--- src/hw/vcr_pkg.sv ---
// Constants shared by both ends of the voltage code link
// Behaviour
// [RQ1] Codes are 4, 6 or 8 bits wide
// [RQ2] 4/6-bit: three data lines plus select
// [RQ3] Setpoint is code times slope plus lower limit
// [RQ4] Configuration gives initial code, ramp top, lockout
// [RQ5] Lockout starts at top of each soft-start ramp
// [RQ6] Positive lockout delays codes by N milliseconds
// [RQ7] Zero enables at top; negative always live
// [RQ8] 4-bit: a,b,c bits 0-2, select bit 3
// [RQ9] 4-bit lines are levels polled every 400 us
// [RQ10] 4-bit change accepted after 500 us stable
// [RQ11] Setpoint slews at configured rate, never steps; setpoint jumps straight to goal when the rate is zero
// [RQ12] 6-bit: select low bits 2:0, high 5:3
// [RQ13] 6-bit select fall captures bits 2:0
// [RQ14] 6-bit select rise captures 5:3, computes setpoint
// [RQ15] Host holds lines 70 us after select change
// [RQ16] Host holds 125 us for sustained transfers
// [RQ17] Host sends only codes that changed
// [RQ18] 8-bit: lines ignored, code written by command
// [RQ19] Code lines pass a synchroniser first
// [RQ20] Each rail has its own independent receiver
package vcr_pkg;

	// ****************************************************************
	// Timing
	// ****************************************************************
	localparam int CLK_MHZ     = 100;
	localparam int US_CYC      = CLK_MHZ;
	localparam int MS_CYC      = 1000 * CLK_MHZ;
	localparam int POLL_US     = 400;
	localparam int POLL_CYC    = POLL_US * CLK_MHZ;
	localparam int STABLE_US   = 500;
	localparam int STABLE_CYC  = STABLE_US * CLK_MHZ;
	localparam int COMPUTE_US  = 35;
	localparam int COMPUTE_CYC = COMPUTE_US * CLK_MHZ;
	localparam int MIN_HOLD_US = 70;
	localparam int HOLD_US     = 125;
	localparam int HOLD_CYC    = HOLD_US * CLK_MHZ;

	// ****************************************************************
	// Code width field encodings
	// ****************************************************************
	localparam logic [1:0] FMT_4 = 2'h0;
	localparam logic [1:0] FMT_6 = 2'h1;
	localparam logic [1:0] FMT_8 = 2'h2;

	// ****************************************************************
	// Host register map and reset values
	// ****************************************************************
	localparam logic [3:0] HOST_MODE_OFS   = 4'h0;
	localparam logic [3:0] HOST_CODE0_OFS  = 4'h4;
	localparam logic [3:0] HOST_STATUS_OFS = 4'hC;
	localparam logic       HOST_SEL_RST    = 1'b1;
	localparam logic [7:0] CODE_RST        = 8'h00;

	// ****************************************************************
	// State types
	// ****************************************************************
	typedef enum logic [1:0] {
		VCR_OFF  = 2'b00,
		VCR_RAMP = 2'b01,
		VCR_LOCK = 2'b11,
		VCR_RUN  = 2'b10
	} vcr_rail_e;

	typedef enum logic [1:0] {
		VCR_IDLE = 2'b00,
		VCR_LO   = 2'b01,
		VCR_HI   = 2'b11
	} vcr_send_e;

endpackage : vcr_pkg

--- src/hw/vcr_if.sv ---
// Four code lines per rail between host and receiver
`timescale 1ns/1ps
interface vcr_if #(
	parameter int RAILS = 2
);
	logic [RAILS-1:0] code_line_a;
	logic [RAILS-1:0] code_line_b;
	logic [RAILS-1:0] code_line_c;
	logic [RAILS-1:0] code_select_line;

	modport host_mp (
		output code_line_a,
		output code_line_b,
		output code_line_c,
		output code_select_line
	);

	modport dev_mp (
		input  code_line_a,
		input  code_line_b,
		input  code_line_c,
		input  code_select_line
	);
endinterface : vcr_if

--- src/hw/vcr_device.sv ---
// Voltage code receiver: per-rail capture, lockout, setpoint and slew
`timescale 1ns/1ps
module vcr_device #(
	parameter int RAILS      = 2,
	parameter int VW         = 16,
	parameter int MS_CYC     = vcr_pkg::MS_CYC,
	parameter int POLL_CYC   = vcr_pkg::POLL_CYC,
	parameter int STABLE_CYC = vcr_pkg::STABLE_CYC
) (
	input  wire logic                       sys_clk_i,
	input  wire logic                       resetn_i,
	vcr_if.dev_mp                           link,
	input  wire logic [1:0]                 code_width_field_i,
	input  wire logic [VW-1:0]              code_upper_limit_i,
	input  wire logic [VW-1:0]              code_lower_limit_i,
	input  wire logic [7:0]                 init_code_i,
	input  wire logic [VW-1:0]              softstart_v_i,
	input  wire logic signed [15:0]         lockout_ms_i,
	input  wire logic [VW-1:0]              output_slew_rate_i,
	input  wire logic [RAILS-1:0]           rail_en_i,
	input  wire logic [RAILS-1:0]           rail_code_write_i,
	input  wire logic [7:0]                 rail_code_data_i,
	output logic      [RAILS-1:0][VW-1:0]   setpoint_o,
	output logic      [RAILS-1:0][7:0]      code_o,
	output logic      [RAILS-1:0]           codes_live_o
);
	localparam int MSW = $clog2(MS_CYC + 1);
	localparam int PLW = $clog2(POLL_CYC + 1);
	localparam int STW = $clog2(STABLE_CYC + 1);
	localparam int CPW = $clog2(vcr_pkg::COMPUTE_CYC + 1);
	localparam int USW = $clog2(vcr_pkg::US_CYC + 1);

	// ****************************************************************
	// Setpoint from code
	// ****************************************************************
	function automatic logic [VW-1:0] vcr_ref(input logic [7:0] code);
		logic [VW+7:0] prod;
		logic [VW+7:0] quo;
		prod = code * (code_upper_limit_i - code_lower_limit_i);
		case (code_width_field_i)
			vcr_pkg::FMT_4: quo = prod / (VW+8)'(15);
			vcr_pkg::FMT_6: quo = prod / (VW+8)'(63);
			default:        quo = prod / (VW+8)'(255);
		endcase
		return VW'(quo) + code_lower_limit_i; // RQ3
	endfunction : vcr_ref

	// ****************************************************************
	// One receiver per rail
	// ****************************************************************
	for (genvar g = 0; g < RAILS; g++) begin : g_rail // RQ20
		logic [3:0]         ln;
		logic [3:0]         ln_d_r;
		vcr_pkg::vcr_rail_e state_r;
		logic [MSW-1:0]     ms_pre_r;
		logic [14:0]        ms_cnt_r;
		logic [PLW-1:0]     poll_r;
		logic [STW-1:0]     stab_r;
		logic [CPW-1:0]     comp_r;
		logic               comp_busy_r;
		logic [USW-1:0]     us_r;
		logic [7:0]         code_r;
		logic [2:0]         lo_r;
		logic               lo_ok_r;
		logic [VW-1:0]      tgt_r;
		logic [VW-1:0]      sp_r;
		logic [VW-1:0]      goal;
		logic               live;
		logic               fall;
		logic               rise;
		logic               poll_tick;
		logic               stable;
		logic               us_tick;
		logic               en;

		// Reset to the idle line levels so no false select edge follows reset
		vcr_sync #(.W(4), .RST({vcr_pkg::HOST_SEL_RST, 3'b000})) u_sync (
			.sys_clk_i (sys_clk_i),
			.resetn_i  (resetn_i),
			.d_i       ({link.code_select_line[g], link.code_line_c[g],
			             link.code_line_b[g], link.code_line_a[g]}), // RQ19
			.q_o       (ln)
		);

		assign en        = rail_en_i[g];
		assign live      = (state_r == vcr_pkg::VCR_RUN) || lockout_ms_i[15]; // RQ7
		assign fall      = ln_d_r[3] && !ln[3]; // RQ13
		assign rise      = !ln_d_r[3] && ln[3]; // RQ14
		assign poll_tick = (poll_r == PLW'(POLL_CYC - 1));
		assign stable    = (stab_r == STW'(STABLE_CYC));
		assign us_tick   = (us_r == USW'(vcr_pkg::US_CYC - 1));
		assign goal      = (state_r == vcr_pkg::VCR_RUN) ? tgt_r : softstart_v_i;

		// ************************************************************
		// Power state and lockout
		// ************************************************************
		always_ff @(posedge sys_clk_i or negedge resetn_i) begin
			if (!resetn_i) begin
				state_r <= vcr_pkg::VCR_OFF;
			end else if (!en) begin
				state_r <= vcr_pkg::VCR_OFF;
			end else begin
				case (state_r)
					vcr_pkg::VCR_OFF: state_r <= vcr_pkg::VCR_RAMP; // RQ5
					vcr_pkg::VCR_RAMP: begin
						if (sp_r == softstart_v_i) begin
							state_r <= (lockout_ms_i > 16'sd0) ? vcr_pkg::VCR_LOCK
							                                  : vcr_pkg::VCR_RUN; // RQ7
						end
					end
					vcr_pkg::VCR_LOCK: begin
						if (ms_cnt_r == lockout_ms_i[14:0]) begin
							state_r <= vcr_pkg::VCR_RUN; // RQ6
						end
					end
					vcr_pkg::VCR_RUN: state_r <= vcr_pkg::VCR_RUN;
					default: state_r <= vcr_pkg::VCR_OFF;
				endcase
			end
		end

		// Millisecond count from the top of the ramp
		always_ff @(posedge sys_clk_i or negedge resetn_i) begin
			if (!resetn_i) begin
				ms_pre_r <= '0;
				ms_cnt_r <= '0;
			end else if (state_r != vcr_pkg::VCR_LOCK) begin
				ms_pre_r <= '0;
				ms_cnt_r <= '0;
			end else if (ms_pre_r == MSW'(MS_CYC - 1)) begin
				ms_pre_r <= '0;
				ms_cnt_r <= ms_cnt_r + 15'h0001; // RQ6
			end else begin
				ms_pre_r <= ms_pre_r + MSW'(1);
			end
		end

		// ************************************************************
		// Line sampling
		// ************************************************************
		always_ff @(posedge sys_clk_i or negedge resetn_i) begin
			if (!resetn_i) begin
				ln_d_r <= {vcr_pkg::HOST_SEL_RST, 3'b000};
				stab_r <= '0;
				poll_r <= '0;
			end else begin
				ln_d_r <= ln;
				poll_r <= poll_tick ? '0 : poll_r + PLW'(1); // RQ9
				if (ln != ln_d_r) begin
					stab_r <= '0; // RQ10
				end else if (!stable) begin
					stab_r <= stab_r + STW'(1);
				end
			end
		end

		// ************************************************************
		// Code capture
		// ************************************************************
		always_ff @(posedge sys_clk_i or negedge resetn_i) begin
			if (!resetn_i) begin
				code_r      <= vcr_pkg::CODE_RST;
				lo_r        <= '0;
				lo_ok_r     <= 1'b0;
				comp_busy_r <= 1'b0;
			end else begin
				comp_busy_r <= comp_busy_r && (comp_r != CPW'(vcr_pkg::COMPUTE_CYC - 1));
				if (state_r == vcr_pkg::VCR_OFF && !lockout_ms_i[15]) begin
					code_r  <= init_code_i; // RQ4
					lo_ok_r <= 1'b0;
				end else if (live) begin
					case (code_width_field_i) // RQ1
						vcr_pkg::FMT_4: begin
							if (poll_tick && stable && ln != code_r[3:0]) begin
								code_r      <= {4'h0, ln}; // RQ8
								comp_busy_r <= 1'b1;
							end
						end
						vcr_pkg::FMT_6: begin
							if (fall) begin
								lo_r    <= ln[2:0]; // RQ12
								lo_ok_r <= 1'b1;
							end else if (rise && lo_ok_r) begin
								code_r      <= {2'b00, ln[2:0], lo_r}; // RQ14
								comp_busy_r <= 1'b1;
								lo_ok_r     <= 1'b0;
							end
						end
						default: begin
							if (rail_code_write_i[g]) begin
								code_r      <= rail_code_data_i; // RQ18
								comp_busy_r <= 1'b1;
							end
						end
					endcase
				end
			end
		end

		// Computation delay before the new target is applied
		always_ff @(posedge sys_clk_i or negedge resetn_i) begin
			if (!resetn_i) begin
				comp_r <= '0;
				tgt_r  <= '0;
			end else if (state_r == vcr_pkg::VCR_OFF) begin
				comp_r <= '0;
				tgt_r  <= softstart_v_i;
			end else if (comp_busy_r) begin
				comp_r <= comp_r + CPW'(1);
				if (comp_r == CPW'(vcr_pkg::COMPUTE_CYC - 1)) begin
					tgt_r <= vcr_ref(code_r); // RQ3
				end
			end else begin
				comp_r <= '0;
			end
		end

		// ************************************************************
		// Slew toward the goal, one step per microsecond
		// ************************************************************
		always_ff @(posedge sys_clk_i or negedge resetn_i) begin
			if (!resetn_i) begin
				us_r <= '0;
				sp_r <= '0;
			end else if (state_r == vcr_pkg::VCR_OFF) begin
				us_r <= '0;
				sp_r <= '0;
			end else begin
				us_r <= us_tick ? '0 : us_r + USW'(1);
				if (us_tick) begin
					if (output_slew_rate_i == '0) begin
						sp_r <= goal;
					end else if (sp_r < goal) begin
						sp_r <= (goal - sp_r <= output_slew_rate_i) ? goal
						        : sp_r + output_slew_rate_i; // RQ11
					end else if (sp_r > goal) begin
						sp_r <= (sp_r - goal <= output_slew_rate_i) ? goal
						        : sp_r - output_slew_rate_i; // RQ11
					end
				end
			end
		end

		assign setpoint_o[g]   = sp_r;
		assign code_o[g]       = code_r;
		assign codes_live_o[g] = live;
	end
endmodule : vcr_device

--- src/hw/vcr_sync.sv ---
// Two-flop synchroniser for asynchronous lines
`timescale 1ns/1ps
module vcr_sync #(
	parameter int           W   = 4,
	parameter logic [W-1:0] RST = '0
) (
	input  wire logic         sys_clk_i,
	input  wire logic         resetn_i,
	input  wire logic [W-1:0] d_i,
	output logic      [W-1:0] q_o
);
	logic [W-1:0] meta_r;

	always_ff @(posedge sys_clk_i or negedge resetn_i) begin
		if (!resetn_i) begin
			meta_r <= RST;
			q_o    <= RST;
		end else begin
			meta_r <= d_i;
			q_o    <= meta_r;
		end
	end
endmodule : vcr_sync
--- src/flat_wrapper.sv ---
// flat-port wrapper written by rule: the top's interface ports become plain ports
module vcr_device_flat 
#(
	parameter int RAILS      = 2,
	parameter int VW         = 16,
	parameter int MS_CYC     = vcr_pkg::MS_CYC,
	parameter int POLL_CYC   = vcr_pkg::POLL_CYC,
	parameter int STABLE_CYC = vcr_pkg::STABLE_CYC
)
  (sys_clk_i, resetn_i, code_width_field_i, code_upper_limit_i, code_lower_limit_i, init_code_i, softstart_v_i, lockout_ms_i, output_slew_rate_i, rail_en_i, rail_code_write_i, rail_code_data_i, setpoint_o, code_o, codes_live_o, link_code_line_a, link_code_line_b, link_code_line_c, link_code_select_line);
  vcr_if #(.RAILS(RAILS)) link_i ();
  input  wire logic sys_clk_i;
  input  wire logic resetn_i;
  input  wire logic [1:0] code_width_field_i;
  input  wire logic [VW-1:0] code_upper_limit_i;
  input  wire logic [VW-1:0] code_lower_limit_i;
  input  wire logic [7:0] init_code_i;
  input  wire logic [VW-1:0] softstart_v_i;
  input  wire logic signed [15:0] lockout_ms_i;
  input  wire logic [VW-1:0] output_slew_rate_i;
  input  wire logic [RAILS-1:0] rail_en_i;
  input  wire logic [RAILS-1:0] rail_code_write_i;
  input  wire logic [7:0] rail_code_data_i;
  output logic      [RAILS-1:0][VW-1:0] setpoint_o;
  output logic      [RAILS-1:0][7:0] code_o;
  output logic      [RAILS-1:0] codes_live_o;
  input wire logic [$bits(link_i.code_line_a)-1:0] link_code_line_a;
  input wire logic [$bits(link_i.code_line_b)-1:0] link_code_line_b;
  input wire logic [$bits(link_i.code_line_c)-1:0] link_code_line_c;
  input wire logic [$bits(link_i.code_select_line)-1:0] link_code_select_line;
  assign link_i.code_line_a = link_code_line_a;
  assign link_i.code_line_b = link_code_line_b;
  assign link_i.code_line_c = link_code_line_c;
  assign link_i.code_select_line = link_code_select_line;
  vcr_device #(.RAILS(RAILS), .VW(VW), .MS_CYC(MS_CYC), .POLL_CYC(POLL_CYC), .STABLE_CYC(STABLE_CYC)) u_core (.sys_clk_i(sys_clk_i), .resetn_i(resetn_i), .link(link_i), .code_width_field_i(code_width_field_i), .code_upper_limit_i(code_upper_limit_i), .code_lower_limit_i(code_lower_limit_i), .init_code_i(init_code_i), .softstart_v_i(softstart_v_i), .lockout_ms_i(lockout_ms_i), .output_slew_rate_i(output_slew_rate_i), .rail_en_i(rail_en_i), .rail_code_write_i(rail_code_write_i), .rail_code_data_i(rail_code_data_i), .setpoint_o(setpoint_o), .code_o(code_o), .codes_live_o(codes_live_o));
endmodule
--- config.mk ---
export PLATFORM = sky130hd
export DESIGN_NAME = vcr_device_flat
export DESIGN_NICKNAME = d
export VERILOG_FILES = /design/src/hw/vcr_pkg.sv /design/src/hw/vcr_if.sv /design/src/hw/vcr_device.sv /design/src/hw/vcr_sync.sv /design/src/flat_wrapper.sv
export SDC_FILE = /design/constraint.sdc
export NUM_CORES = 2
export LEC_CHECK = 0
export ABC_AREA = 1
export BUFFER_PORTS_ARGS = -buffer_cell sky130_fd_sc_hd__buf_4
export CAP_MARGIN = 10
export CORE_MARGIN = 5
export CORE_UTILIZATION = 50
export DETAILED_ROUTE_END_ITERATION = 8
export GPL_TIMING_DRIVEN = 0
export PLACE_DENSITY_LB_ADDON = 0.25
export SYNTH_ARGS = -nofsm -noshare
export SYNTH_HDL_FRONTEND = slang
export SYNTH_SLANG_ARGS = --single-unit
--- constraint.sdc ---
create_clock -name sys_clk_i -period 59.5 [get_ports sys_clk_i]
set_input_delay 8.925 -clock sys_clk_i [delete_from_list [all_inputs] [get_ports sys_clk_i]]
set_output_delay 8.925 -clock sys_clk_i [all_outputs]
set_load 0.005 [all_outputs]
==> results.cfg <==
[logic_synthesis]
synth_area_per_cell_um2 = 6.34
syn-instance-count = 9191
yosysSeqAreaShare = 0.122
syn-cell-area_um2 = 58200
synth.distinct_cells = 87
synth_warnings = 0
ys.flop_type = dfrtp_1
synthesis.nets = 9991
async_reset_ff_frac = 1.00
synth-seq-cells = 284
synth-edff-count = 0

[detailed_routing]
wl_per_cell_um = 17.1
drt_iter0_markers = 4538
viasPerCell = 5.47
first_pass_iters = 6
dr_total_vias = 59900
drc_errors = 0
drt-total-wl_um = 187000
drtAntennaViolNets = 0

[placement]
gp_congestion = 0.990
port_buffers = 161
hpwl_um = 159000

[timing]
timing.final.crit_share = 0.904
fin_setup_tns_ps = 0
fin_crit_ps = 53770
finalHoldViolCount = 0
worst_pin_slew_ps = 1130
relSlewSlack = 0.239
skew_ps = 24.0
maxSlewViolCount = 0
timing.fmax_mhz = 18.6
finalSetupViolCount = 0
rsz0062_at_grt = no

[setup_path]
cp-start-kind = primary input
cp_slowest_stage_delay_ps = 570
worstPathRequired_ps = 60010
path_class = primary input to flop
crit_buf_inv = 56
critPathMaxFanout = 11
endpoint_kind = flop
cp_top_family = simple AND/OR/NAND/NOR gates
rrSetupSlack_ps = 15700
worstPathArrival_ps = 54280
cpMostUsedCell = inv_1
worst_path_max_delay_cell = a211oi_1

[global_routing]
grt_max_degree = 116
grt_pass1_wl_um = 299000
overflow = 0
antenna_found_initial = 8
grt_use_total = 0.296
grt_pass1_vias = 57200

[floorplan]
num_rows = 125
initial_core_util = 0.503
ios = 162
fp.dieW_um = 351
die-area_um2 = 123000
fp.dieH_um = 351
core_area_um2 = 116000

[clock_network]
cts_max_level = 1
cts_setup_buffers = 0
cts_hold_buf = 0
cts_tree = built
numClockSinks = 284
clk_pin_slew_ps = 60
cts_made_buffers = 30
root_buffer = clkbuf_16
clockBufferDepth = 3
clk-insertion-delay-late_ps = 600
cts_resized = 0

[final_layout]
drive_gt1_frac = 0.105
area_growth_pct = 7.58
fin_nets = 10200

[outcome]
status = finished clean

[hold_path]
hold_path_class = flop to flop

[job]
cap_violations = 0
## worst paths after layout
path / start / end / cells past startpoint
worst max register to register: u_core.g_rail[0].code_r[0] / u_core.g_rail[0].tgt_r[15] / 242
min in group asynchronous: resetn_i / u_core.g_rail[0].poll_r[8] / 1
worst min register to register: u_core.g_rail[0].u_sync.meta_r[1] / u_core.g_rail[0].u_sync.q_o[1] / 0
worst min-delay path: u_core.g_rail[0].u_sync.meta_r[1] / u_core.g_rail[0].u_sync.q_o[1] / 0
max in group asynchronous: resetn_i / u_core.g_rail[0].tgt_r[1] / 3
worst max-delay path: code_upper_limit_i[0] / u_core.g_rail[0].tgt_r[15] / 262
## synthesized netlist by cell type, drive strengths merged, types with 33 or more instances
master / instances / area share
o21bai: 42 / 0.0057
buf: 36 / 0.0074
a21oi: 519 / 0.046
nand3b: 34 / 0.0046
nor2: 1184 / 0.092
fa: 221 / 0.076
nand3: 742 / 0.079
dfrtp: 278 / 0.12
nor4: 39 / 0.0042
nand4: 211 / 0.024
clkbuf: 107 / 0.0072
o21ai: 472 / 0.041
xnor2: 127 / 0.019
nand2: 2368 / 0.17
nor3: 158 / 0.014
o221ai: 41 / 0.0062
o22ai: 33 / 0.0035
inv: 1585 / 0.10
ha: 467 / 0.10
xor2: 253 / 0.039
or2: 33 / 0.0036
## cell families (layout without fill, tap and decap cells)
logic type / Yosys count / count (layout) / synth area share
adders and majority gates: 688 / 688 / 0.176
buffers and inverters: 1746 / 1972 / 0.119
muxes: 1 / 1 / 0.000172
DFF: 284 / 284 / 0.122
and+or+nand+nor: 4815 / 4815 / 0.399
other: 0 / 9 / 0
AOI/OAI and AO/OA: 1277 / 1277 / 0.126
xor gates and xnor gates: 380 / 380 / 0.0580
## placed cells by master (no fill, tap or decap), types with 166 or more instances in the layout
cell type	count
a21oi_1	507
buf_4	166
dfrtp_1	278
fa_1	221
ha_1	467
inv_1	1553
nand2_1	2081
nand2_2	213
nand3_1	608
nand4_1	200
nor2_1	1005
o21ai_0	442
xor2_1	250
## stage by stage
step | utilization | setup WS, ps | hold slack, ps | instance area [µm²] | std cells
floorplan | - | 13990 | 331 | 58200 | 9191
global placement | 0.529 | 5610 | 340 | 61400 | 10900
detailed placement | 0.531 | 5710 | 340 | 61600 | 10900
CTS | 0.540 | 6200 | 353 | 62600 | 10900
global route | 0.541 | 1900 | 356 | 62700 | 10900
finish | 0.541 | 5730 | 346 | 62700 | 11000
## registers in the layout, indices dropped and copies added (netlist names)
| name | count |
|---|---|
| u_core.g_rail.u_sync.q_o | 8 |
| u_core.g_rail.ln_d_r | 8 |
| u_core.g_rail.lo_r | 6 |
| u_core.g_rail.comp_r | 24 |
| u_core.g_rail.us_r | 14 |
| u_core.g_rail.sp_r | 32 |
| u_core.g_rail.state_r | 4 |
| u_core.g_rail.tgt_r | 32 |
| u_core.g_rail.lo_ok_r | 2 |
| u_core.g_rail.stab_r | 32 |
| u_core.g_rail.ms_pre_r | 34 |
| u_core.g_rail.u_sync.meta_r | 8 |
| u_core.g_rail.comp_busy_r | 2 |
| u_core.g_rail.code_r | 16 |
| u_core.g_rail.ms_cnt_r | 30 |
| u_core.g_rail.poll_r | 32 |
## worst reg2reg max path, delay by kind of cell (launching register included)
kind / cells / cell delay (ps)
compound gates: 42 / 9560
fa+ha+maj: 25 / 8400
xor+xnor: 7 / 1590
buf+inv: 55 / 7530
simple gates: 113 / 16360
flops: 1 / 340
## layer usage
metal,vias up,track usage,wire [µm]
li1,30000,-,-
met4,2,0.0965,6700
met2,1759,0.503,86200
met5,-,0,10
met1,27800,0.395,82900
met3,333,0.0308,11700
## layout make-up
| type | count | area [µm²] |
|---|---|---|
| Sequential cell | 284 | 7110 |
| Clock buffer | 43 | 870 |
| Tap cell | 1524 | 1910 |
| Timing Repair Buffer | 170 | 1410 |
| Antenna cell | 9 | 22.5 |
| Clock inverter | 13 | 198 |
| Buffer | 143 | 851 |
| Inverter | 1603 | 6080 |
| Fill cell | 11700 | 53200 |
| Multi-Input combinational cell | 7161 | 44200 |
Power is not shown: default switching activity piles up to over one toggle a cycle in this logic, so the estimate is an artifact.
